File: src/rtl/ldc_defs.svh
`ifndef LDC_DEFS_SVH
`define LDC_DEFS_SVH

// ****************************************************************
// Word geometry and bus map
// ****************************************************************
`define LDC_WORD_BITS 288
`define LDC_BUS_WORDS 9
`define LDC_CMD_WORD_IDX 4'h8
`define LDC_STATUS_IDX 4'h9
`define LDC_CFG_BASE 8'h00
`define LDC_STATUS_OFS 8'h24

// ****************************************************************
// Command field and codes
// ****************************************************************
`define LDC_CMD_MSB 287
`define LDC_CMD_LSB 276
`define LDC_CODE_GLOBAL_RESET 12'h25C
`define LDC_CODE_SELF_TEST 12'h535
`define LDC_CODE_NEIGHBOUR_SHORT 12'h53A
`define LDC_CODE_NEGATE_TOGGLE 12'h55A
`define LDC_CODE_READ_STATUS 12'h5A3
`define LDC_CODE_READ_CONFIG 12'h5AC
`define LDC_CODE_READ_GRAYSCALE 12'h5AF
`define LDC_CODE_ERROR_CLEAR 12'hA53

// ****************************************************************
// Function control bit positions
// ****************************************************************
`define LDC_FAULT_MASK_BIT 204
`define LDC_SLEW_BIT 203
`define LDC_OPEN_LEVEL_BIT 202
`define LDC_SHORT_LEVEL_BIT 201
`define LDC_NPS_CURRENT_BIT 200
`define LDC_NPS_DURATION_BIT 199
`define LDC_GS_WIDTH_MSB 198
`define LDC_GS_WIDTH_LSB 197
`define LDC_TIMING_RESET_BIT 196
`define LDC_AUTO_REPEAT_BIT 195
`define LDC_BLUE_RANGE_BIT 194
`define LDC_RED_RANGE_BIT 192
`define LDC_BLUE_BRIGHT_MSB 191
`define LDC_BLUE_BRIGHT_LSB 184
`define LDC_RED_BRIGHT_MSB 175
`define LDC_RED_BRIGHT_LSB 168

// ****************************************************************
// Per-channel correction layout
// ****************************************************************
`define LDC_CORR_BITS 7
`define LDC_CORR_STEP 21
`define LDC_BLUE_CORR0_LSB 14
`define LDC_RED_CORR0_LSB 0

// ****************************************************************
// Reset values
// ****************************************************************
`define LDC_FAULT_MASK_RST 1'b1
`define LDC_NEGATE_RST 2'h0

`endif

File: src/rtl/ldc_pkg.sv
package ldc_pkg;

	typedef enum logic [3:0] {
		CMD_NULL,
		CMD_GLOBAL_RESET,
		CMD_SELF_TEST,
		CMD_NEIGHBOUR_SHORT,
		CMD_NEGATE_TOGGLE,
		CMD_READ_STATUS,
		CMD_READ_CONFIG,
		CMD_READ_GRAYSCALE,
		CMD_ERROR_CLEAR
	} ldc_cmd_kind_t;

	typedef enum logic [1:0] {
		RB_NONE,
		RB_STATUS,
		RB_CONFIG,
		RB_GRAYSCALE
	} ldc_readback_t;

	typedef struct packed {
		logic global_reset;
		logic self_test;
		logic neighbour_pin_short;
		logic negate_toggle;
		logic error_clear;
		logic read_select;
		ldc_readback_t read_target;
	} ldc_cmd_pulse_t;

	typedef struct packed {
		logic led_fault_mask;
		logic output_slew_slow;
		logic open_detect_level;
		logic short_detect_level;
		logic neighbour_short_test_current;
		logic neighbour_short_test_duration;
		logic [1:0] grayscale_width_select;
		logic [3:0] grayscale_counter_bits;
		logic display_timing_reset;
		logic auto_repeat;
		logic blue_group_correction_range;
		logic red_group_correction_range;
		logic [7:0] blue_group_brightness;
		logic [7:0] red_group_brightness;
		logic [7:0][6:0] blue_correction;
		logic [7:0][6:0] red_correction;
	} ldc_cfg_t;

endpackage

File: src/rtl/ldc_cmd_decode.sv
`timescale 1ns/10ps
`include "ldc_defs.svh"

module ldc_cmd_decode
	import ldc_pkg::*;
(
	input wire logic sys_clk,
	input wire logic resetn,
	input wire logic cmd_valid,
	input wire logic [11:0] cmd_code,
	output ldc_cmd_kind_t last_kind,
	output ldc_cmd_pulse_t pulse
);

	// ****************************************************************
	// Code to command kind
	// ****************************************************************
	function automatic ldc_cmd_kind_t classify(input logic [11:0] code);
		ldc_cmd_kind_t k;
		k = CMD_NULL;
		unique case (code)
			`LDC_CODE_GLOBAL_RESET: k = CMD_GLOBAL_RESET;
			`LDC_CODE_SELF_TEST: k = CMD_SELF_TEST;
			`LDC_CODE_NEIGHBOUR_SHORT: k = CMD_NEIGHBOUR_SHORT;
			`LDC_CODE_NEGATE_TOGGLE: k = CMD_NEGATE_TOGGLE;
			`LDC_CODE_READ_STATUS: k = CMD_READ_STATUS;
			`LDC_CODE_READ_CONFIG: k = CMD_READ_CONFIG;
			`LDC_CODE_READ_GRAYSCALE: k = CMD_READ_GRAYSCALE;
			`LDC_CODE_ERROR_CLEAR: k = CMD_ERROR_CLEAR;
			default: k = CMD_NULL;
		endcase
		return k;
	endfunction

	ldc_cmd_kind_t kind_w;
	ldc_cmd_kind_t last_kind_r;
	ldc_cmd_pulse_t pulse_r;
	ldc_cmd_pulse_t pulse_nxt;

	assign kind_w = classify(cmd_code);

	always_comb begin
		pulse_nxt = '0;
		pulse_nxt.read_target = RB_NONE;
		if (cmd_valid) begin
			pulse_nxt.global_reset = (kind_w == CMD_GLOBAL_RESET);
			pulse_nxt.error_clear = (kind_w == CMD_ERROR_CLEAR);
			pulse_nxt.self_test = (kind_w == CMD_SELF_TEST);
			pulse_nxt.neighbour_pin_short =
				(kind_w == CMD_NEIGHBOUR_SHORT);
			pulse_nxt.negate_toggle = (kind_w == CMD_NEGATE_TOGGLE);
			unique case (kind_w)
				CMD_READ_STATUS: begin
					pulse_nxt.read_select = 1'b1;
					pulse_nxt.read_target = RB_STATUS;
				end
				CMD_READ_CONFIG: begin
					pulse_nxt.read_select = 1'b1;
					pulse_nxt.read_target = RB_CONFIG;
				end
				CMD_READ_GRAYSCALE: begin
					pulse_nxt.read_select = 1'b1;
					pulse_nxt.read_target = RB_GRAYSCALE;
				end
				default: begin
					pulse_nxt.read_select = 1'b0;
				end
			endcase
		end
	end

	always_ff @(posedge sys_clk or negedge resetn) begin
		if (!resetn) begin
			pulse_r <= '0;
			last_kind_r <= CMD_NULL;
		end else begin
			pulse_r <= pulse_nxt;
			if (cmd_valid) begin
				last_kind_r <= kind_w;
			end
		end
	end

	assign pulse = pulse_r;
	assign last_kind = last_kind_r;

endmodule

File: src/rtl/ldc_config_regs.sv
// The placing of the registers and the APB interface to the registers are this design's own decisions.
`timescale 1ns/10ps
`include "ldc_defs.svh"


module ldc_config_regs
	import ldc_pkg::*;
#(
	parameter int ADDR_W = 8
)
(
	input wire logic sys_clk,
	input wire logic resetn,
	input wire logic psel,
	input wire logic penable,
	input wire logic pwrite,
	input wire logic [ADDR_W-1:0] paddr,
	input wire logic [31:0] pwdata,
	input wire logic [3:0] pstrb,
	output logic [31:0] prdata,
	output logic pready,
	output logic pslverr,
	output ldc_cfg_t cfg,
	output logic [1:0] negate_check_bit,
	output ldc_readback_t readback_select,
	output logic detector_self_test_start,
	output logic neighbour_pin_short_start,
	output logic error_clear,
	output logic global_reset
);

	// ****************************************************************
	// Elaboration checks
	// ****************************************************************
	if (ADDR_W < 7) begin : g_addr_chk
		$error("ADDR_W must be at least 7");
	end

	// ****************************************************************
	// Word geometry checks
	// ****************************************************************

	if (`LDC_WORD_BITS != 32 * `LDC_BUS_WORDS) begin : g_tile_chk
		$error("Word width must be a whole number of bus words");
	end

	if (`LDC_BUS_WORDS > 15) begin : g_index_chk
		$error("Status index must fit the four-bit word index");
	end

	if (`LDC_STATUS_IDX != `LDC_BUS_WORDS) begin : g_status_chk
		$error("Status must sit just above the configuration word");
	end

	if (`LDC_CMD_WORD_IDX != `LDC_BUS_WORDS - 1) begin : g_cmd_word_chk
		$error("Command must live in the top bus word");
	end

	if (`LDC_CMD_MSB != `LDC_WORD_BITS - 1) begin : g_cmd_top_chk
		$error("Command field must end the word");
	end

	if (`LDC_CMD_MSB - `LDC_CMD_LSB != 11) begin : g_cmd_width_chk
		$error("Command field must be twelve bits");
	end

	if (`LDC_CMD_LSB < 32 * `LDC_CMD_WORD_IDX + 16) begin : g_cmd_lane_chk
		$error("Command field must sit in the two upper byte lanes");
	end

	if (`LDC_FAULT_MASK_BIT >= `LDC_CMD_LSB) begin : g_mask_chk
		$error("Fault mask must lie below the command field");
	end

	if (`LDC_CORR_BITS != 7) begin : g_corr_width_chk
		$error("Correction fields must match the seven-bit type");
	end

	if (`LDC_CORR_STEP != 3 * `LDC_CORR_BITS) begin : g_step_chk
		$error("Correction triplet must hold three fields");
	end

	if (`LDC_BLUE_CORR0_LSB + 7 * `LDC_CORR_STEP + `LDC_CORR_BITS >
		`LDC_RED_BRIGHT_LSB) begin : g_corr_top_chk
		$error("Corrections must stay below the brightness fields");
	end

	// ****************************************************************
	// Constants and helpers
	// ****************************************************************
	localparam logic [`LDC_WORD_BITS-1:0] WORD_RST =
		{{(`LDC_WORD_BITS-1-`LDC_FAULT_MASK_BIT){1'b0}},
		`LDC_FAULT_MASK_RST,
		{(`LDC_FAULT_MASK_BIT){1'b0}}};

	function automatic logic [31:0] merge_lanes(
		input logic [31:0] old_w,
		input logic [31:0] new_w,
		input logic [3:0] strb
	);
		logic [31:0] m;
		m = old_w;
		for (int b = 0; b < 4; b++) begin
			if (strb[b]) begin
				m[b*8 +: 8] = new_w[b*8 +: 8];
			end
		end
		return m;
	endfunction

	function automatic logic [31:0] word_at(
		input logic [`LDC_WORD_BITS-1:0] w,
		input logic [3:0] idx
	);
		logic [31:0] r;
		r = 32'h0000_0000;
		for (int i = 0; i < `LDC_BUS_WORDS; i++) begin
			if (idx == i[3:0]) begin
				r = w[i*32 +: 32];
			end
		end
		return r;
	endfunction

	function automatic int blue_corr_lsb(input int ch);
		return `LDC_BLUE_CORR0_LSB + ch * `LDC_CORR_STEP;
	endfunction

	function automatic int red_corr_lsb(input int ch);
		return `LDC_RED_CORR0_LSB + ch * `LDC_CORR_STEP;
	endfunction

	// ****************************************************************
	// APB decode
	// ****************************************************************
	logic [`LDC_WORD_BITS-1:0] word_r;
	logic [`LDC_WORD_BITS-1:0] word_nxt;
	logic [31:0] prdata_r;
	logic [1:0] negate_r;
	logic [1:0] negate_nxt;
	ldc_readback_t readback_r;
	ldc_readback_t readback_nxt;
	ldc_cmd_pulse_t cmd_pulse;
	ldc_cmd_kind_t last_kind;

	wire [3:0] word_idx = paddr[5:2];
	wire high_zero = (paddr[ADDR_W-1:6] == '0);
	wire hit_word = high_zero && (word_idx < 4'(`LDC_BUS_WORDS));
	wire hit_status = high_zero && (word_idx == `LDC_STATUS_IDX);
	wire mapped = hit_word || hit_status;
	wire setup_ph = psel && !penable;
	wire access_ph = psel && penable;
	wire word_wr = access_ph && pwrite && hit_word;
	wire cmd_wr = word_wr && (word_idx == `LDC_CMD_WORD_IDX) &&
		(pstrb[3:2] != 2'b00);
	wire [31:0] status_w = {24'h00_0000, 4'(last_kind),
		2'(readback_r), negate_r};
	wire [31:0] read_mux = hit_word ? word_at(word_r, word_idx) :
		(hit_status ? status_w : 32'h0000_0000);

	assign pready = 1'b1;
	assign pslverr = access_ph && !mapped;

	// ****************************************************************
	// Configuration word
	// ****************************************************************
	always_comb begin
		word_nxt = word_r;
		if (cmd_pulse.global_reset) begin
			word_nxt = WORD_RST;
		end else if (word_wr) begin
			for (int i = 0; i < `LDC_BUS_WORDS; i++) begin
				if (word_idx == i[3:0]) begin
					word_nxt[i*32 +: 32] =
						merge_lanes(word_r[i*32 +: 32], pwdata, pstrb);
				end
			end
		end
	end

	always_ff @(posedge sys_clk or negedge resetn) begin
		if (!resetn) begin
			word_r <= WORD_RST;
		end else begin
			word_r <= word_nxt;
		end
	end

	// ****************************************************************
	// Command decode
	// ****************************************************************
	ldc_cmd_decode u_decode (
		.sys_clk(sys_clk),
		.resetn(resetn),
		.cmd_valid(cmd_wr),
		.cmd_code(word_nxt[`LDC_CMD_MSB:`LDC_CMD_LSB]),
		.last_kind(last_kind),
		.pulse(cmd_pulse)
	);

	// ****************************************************************
	// Negate bits and readback target
	// ****************************************************************
	always_comb begin
		negate_nxt = negate_r;
		readback_nxt = readback_r;
		if (cmd_pulse.global_reset) begin
			negate_nxt = `LDC_NEGATE_RST;
			readback_nxt = RB_NONE;
		end else begin
			if (cmd_pulse.negate_toggle) begin
				negate_nxt = ~negate_r;
			end
			if (cmd_pulse.read_select) begin
				readback_nxt = cmd_pulse.read_target;
			end
		end
	end

	always_ff @(posedge sys_clk or negedge resetn) begin
		if (!resetn) begin
			negate_r <= `LDC_NEGATE_RST;
			readback_r <= RB_NONE;
		end else begin
			negate_r <= negate_nxt;
			readback_r <= readback_nxt;
		end
	end

	// ****************************************************************
	// Read data capture in setup cycle
	// ****************************************************************
	always_ff @(posedge sys_clk or negedge resetn) begin
		if (!resetn) begin
			prdata_r <= 32'h0000_0000;
		end else if (setup_ph && !pwrite) begin
			prdata_r <= read_mux;
		end
	end

	assign prdata = prdata_r;

	// ****************************************************************
	// Field outputs
	// ****************************************************************
	always_comb begin
		cfg = '0;
		cfg.led_fault_mask = word_r[`LDC_FAULT_MASK_BIT];
		cfg.output_slew_slow = word_r[`LDC_SLEW_BIT];
		cfg.open_detect_level = word_r[`LDC_OPEN_LEVEL_BIT];
		cfg.short_detect_level = word_r[`LDC_SHORT_LEVEL_BIT];
		cfg.neighbour_short_test_current =
			word_r[`LDC_NPS_CURRENT_BIT];
		cfg.neighbour_short_test_duration =
			word_r[`LDC_NPS_DURATION_BIT];
		cfg.grayscale_width_select =
			word_r[`LDC_GS_WIDTH_MSB:`LDC_GS_WIDTH_LSB];
		unique case (cfg.grayscale_width_select)
			2'h2: cfg.grayscale_counter_bits = 4'hA;
			2'h3: cfg.grayscale_counter_bits = 4'h8;
			default: cfg.grayscale_counter_bits = 4'hC;
		endcase
		cfg.display_timing_reset = word_r[`LDC_TIMING_RESET_BIT];
		cfg.auto_repeat = word_r[`LDC_AUTO_REPEAT_BIT];
		cfg.blue_group_correction_range =
			word_r[`LDC_BLUE_RANGE_BIT];
		cfg.red_group_correction_range = word_r[`LDC_RED_RANGE_BIT];
		cfg.blue_group_brightness =
			word_r[`LDC_BLUE_BRIGHT_MSB:`LDC_BLUE_BRIGHT_LSB];
		cfg.red_group_brightness =
			word_r[`LDC_RED_BRIGHT_MSB:`LDC_RED_BRIGHT_LSB];
		for (int ch = 0; ch < 8; ch++) begin
			cfg.blue_correction[ch] =
				word_r[blue_corr_lsb(ch) +: `LDC_CORR_BITS];
			cfg.red_correction[ch] =
				word_r[red_corr_lsb(ch) +: `LDC_CORR_BITS];
		end
	end

	assign negate_check_bit = negate_r;
	assign readback_select = readback_r;
	assign detector_self_test_start = cmd_pulse.self_test;
	assign neighbour_pin_short_start = cmd_pulse.neighbour_pin_short;
	assign error_clear = cmd_pulse.error_clear;
	assign global_reset = cmd_pulse.global_reset;

endmodule

File: config.mk
export PLATFORM = sky130hd
export DESIGN_NAME = ldc_config_regs
export DESIGN_NICKNAME = d
export VERILOG_FILES = /design/src/rtl/ldc_pkg.sv /design/src/rtl/ldc_cmd_decode.sv /design/src/rtl/ldc_config_regs.sv
export VERILOG_INCLUDE_DIRS = /design/src /design/src/rtl
export SDC_FILE = /design/constraint.sdc
export NUM_CORES = 1
export LEC_CHECK = 0
export BUFFER_PORTS_ARGS = -buffer_cell sky130_fd_sc_hd__buf_2
export CORE_UTILIZATION = 52
export DETAILED_ROUTE_END_ITERATION = 16
export GPL_TIMING_DRIVEN = 1
export PLACE_DENSITY = 0.75
export REMOVE_ABC_BUFFERS = 1
export SYNTH_ARGS = -nofsm -noshare
export SYNTH_HDL_FRONTEND = slang
export SYNTH_SLANG_ARGS = --single-unit
File: constraint.sdc
create_clock -name sys_clk -period 2 [get_ports sys_clk]
set_input_delay 0.2 -clock sys_clk [delete_from_list [all_inputs] [get_ports sys_clk]]
set_output_delay 0.2 -clock sys_clk [all_outputs]
set_load 0.02 [all_outputs]
==> results.py <==
metrics = {
    "floorplanning": {
        "ios": 235,
        "die-height_um": 179,
        "core_area_um2": 30700,
        "die_width_um": 179,
        "dieArea_um2": 32000,
        "floorplan.rows": 64,
        "floorplan.initialDensity": 0.530,
    },
    "yosys": {
        "largest_family_of_logic_cells_by_synthesized_area": "compound AO/OA/AOI/OAI gates",
        "dominantRegCellSynth": "sky130_fd_sc_hd__dfrtp_1",
        "synth_sequential_area_ratio": 0.517,
        "synth.area.mux_share": 0.0595,
        "synth_largest_area_cell": "sky130_fd_sc_hd__dfrtp_1",
        "synthArstFlopShare": 1.00,
        "synth_simple_gate_area_frac": 0.140,
        "synth-compound-area-share": 0.188,
        "avgSynthCellArea_um2": 9.56,
        "post-synth-top-area-fraction": 0.516,
        "synth_area_um2": 16300,
        "yosys-top-cells-area": "sky130_fd_sc_hd__dfrtp_1 52%, sky130_fd_sc_hd__o21ai_0 9.7%, sky130_fd_sc_hd__nand2_1 8.6%, sky130_fd_sc_hd__buf_4 6.7%, sky130_fd_sc_hd__mux2i_1 2.8%",
        "synthDistinctLibCells": 65,
        "post_synth_xor_area_fraction": 0.00108,
        "syn-instance-count": 1701,
        "postSynthRegisterBits": 336,
        "synth-adder-area-share": 0,
        "ys_warnings": 0,
        "synth-edff-count": 0,
    },
    "global_routing": {
        "grt_pass1_wl_mm": 75.7,
        "first_global_vias": 13600,
        "grt_util_all_layers": 0.310,
        "grt_start_max_net_pins": 67,
        "gr-total-overflow": 0,
        "number_of_antenna_violations_at_the_first_check_in_global_routing": 4,
    },
    "outcome": {
        "violations": "setup timing",
        "run_status": "finished with violations",
    },
    "sta": {
        "fin_tns_setup_ps": -338,
        "slew_headroom": 0.642,
        "period_minus_slack_ps": 2070,
        "min_period_over_period": 1.03,
        "slew_viol_final": 0,
        "worstMarginPinSlew_ps": 537,
        "timing.final.ws_setup_ps": -68.2,
        "setup_viol_count_final": 7,
        "finalClockSkew_ps": 21.0,
        "max_freq_mhz": 484,
        "rsz0062_at_grt": "true",
        "timing.final.hold_violations": 0,
    },
    "critical_path": {
        "r2r.worst_path.cells": 8,
        "crit_path_start_kind": "flip-flop",
        "worstSetupEndpointType": "flip-flop",
        "path_max_fanout": 7,
        "worst_ep_arrival_time_ps": 2530,
        "critical_path_required_ps": 2460,
        "path_class": "reg2reg",
    },
    "detailed_routing": {
        "viasPerCell": 5.87,
        "via_count": 13700,
        "drt_iter0_markers": 1233,
        "drt-total-wl_mm": 48.5,
        "remaining_drc_errors": 0,
        "dr.pass1.iters": 5,
        "ant_nets": 0,
        "wl_per_cell_um": 20.9,
    },
    "cts": {
        "cts_buffer_depth": 3,
        "root_buffer_selected_by_cts": "sky130_fd_sc_hd__clkbuf_16",
        "clk_slew_on_worst_s_h_paths_ps": 60,
        "clkLatencyLatePin_ps": 520,
        "cts_tree": "built",
        "number_of_buffers_created_by_cts": 37,
        "clkSinkCount": 336,
        "htreeDepth": 2,
    },
    "job": {
        "cap_violations": 0,
    },
    "hold_path": {
        "min_delay_path_depth": 3,
        "hold_class": "in2reg",
    },
    "power": {
        "power.static_leakage_uw": 0.00900,
        "power.density_cell_area_nw_per_um2": 746,
        "vdd.ir_drop.worst_mv": 0.574,
        "design_power_total_uw": 14400,
    },
    "layout": {
        "nNetsFinal": 1952,
        "n_fill_cell": 2543,
        "area_occupied_by_multi_input_gates_um2": 6410,
        "most_frequent_cells_in_the_layout": "371 x sky130_fd_sc_hd__nand2_1, 334 x sky130_fd_sc_hd__dfrtp_1, 316 x sky130_fd_sc_hd__o21ai_0",
        "post_route_cells_drive_above_1_share": 0.263,
        "final_core_util": 0.630,
        "mostFrequentLayoutCell": "sky130_fd_sc_hd__nand2_1",
        "area.sequential_um2": 8410,
        "flow.area_growth_from_synthesis_pct": 18.9,
        "finish.cell_count_without_fillers": 2327,
    },
    "place": {
        "finalWeightedCongestion": 0.967,
        "place_ws_ps": -478,
        "placed_cells": 2232,
        "detailed_place_hpwl_mm": 34.6,
        "placement.io_buffers": 229,
    },
}
[sequential cells by signal (all words and copies together), names as in the netlist]
| signal | flops |
|---|---|
| negate_check_bit | 2 |
| u_decode.last_kind | 4 |
| word_r | 288 |
| readback_select | 2 |
| prdata | 32 |
| u_decode.pulse | 8 |
[path summary, 6_finish.rpt]
check,slack (ps),startpoint,endpoint
max in group asynchronous,1060,resetn,word_r[74]
max,-70,word_r[285],u_decode.pulse[5]
min reg2reg,470,prdata[17],prdata[17]
min,20,pwdata[23],word_r[279]
max reg2reg,-70,word_r[285],u_decode.pulse[5]
min in group asynchronous,210,resetn,word_r[205]
[cells by family after synthesis]
logic type	after synthesis
muxes	73
and+or+nand+nor	522
DFF	336
buffers and inverters	253
xor gates and xnor gates	2
other	2
AOI/OAI and AO/OA	513
[repair_timing]
| item | CTS | global route |
|---|---|---|
| setup endpoints to repair | 260 | 259 |
| hold endpoints to repair | 196 | 0 |
| pin swaps | 5 | 2 |
| resized for setup | 7 | 4 |
| hold buffers | 25 | 0 |
| buffers inserted | 1 | 2 |
[Yosys cell counts (all sizes together), types with 3 or more instances]
cell     instances
dfrtp          335
a41oi           27
clkbuf          70
a221oi          21
mux2i           46
o22ai            9
a31oi           10
nand2b           7
nand2          374
a22oi           17
a21oi           52
buf            177
o2111ai          3
o21a             7
nand3           15
nor3            10
nor3b            3
o211ai          13
nand3b           3
nand4            4
and4b            3
mux4            18
nor2b            9
nor2            68
inv              5
and3             5
a22o             8
o21ai          323
a222oi           4
a221o            3
and2             4
o221ai           3
a211oi           4
or3b             4
nor4             3
mux2             9
[per-stage QoR]
step	hold slack [ps]	area [µm²]
detailed placement	135	17800
global route	20.9	19300
finish	17.6	19300
global placement	135	17800
floorplan	-95.6	14800
CTS	8.92	19300
[where the power goes]
part           leakage (µW)  switching (µW)  internal, µW  total [µW]
combinational       0.00373             560           290         850
sequential          0.00468            27.0          6830        6860
clock              0.000588            2760          3940        6690
[layout make-up]
| cell class | instances | area share |
|---|---|---|
| tap | 396 | 0.0256 |
| multi-input combinational | 1113 | 0.332 |
| timing repair buffer | 409 | 0.144 |
| antenna | 3 | 0.000389 |
| inverter | 6 | 0.00123 |
| clock buffer | 51 | 0.0543 |
| clock inverter | 13 | 0.00693 |
| sequential | 336 | 0.435 |
[layer usage]
layer  GRT usage  wire [µm]  up-vias  part of all wire
met4       0.129       1790        2             0.037
li1            -          -     6255                 -
met5           0         11        -           0.00023
met1       0.424      20300     6661              0.42
met3      0.0466       3590      122             0.074
met2       0.496      22900      610              0.47
[critical path, stage by stage (launching register included)]
cell,delay [ps]
sky130_fd_sc_hd__dfrtp_1,370
sky130_fd_sc_hd__or4bb_1,520
sky130_fd_sc_hd__nor2_1,110
sky130_fd_sc_hd__mux2i_1,80
sky130_fd_sc_hd__buf_4,160
sky130_fd_sc_hd__a2111oi_4,170
sky130_fd_sc_hd__buf_4,200
sky130_fd_sc_hd__a221oi_4,100
sky130_fd_sc_hd__and4bb_1,310
No activity file was read; power rests on OpenSTA's default activity.
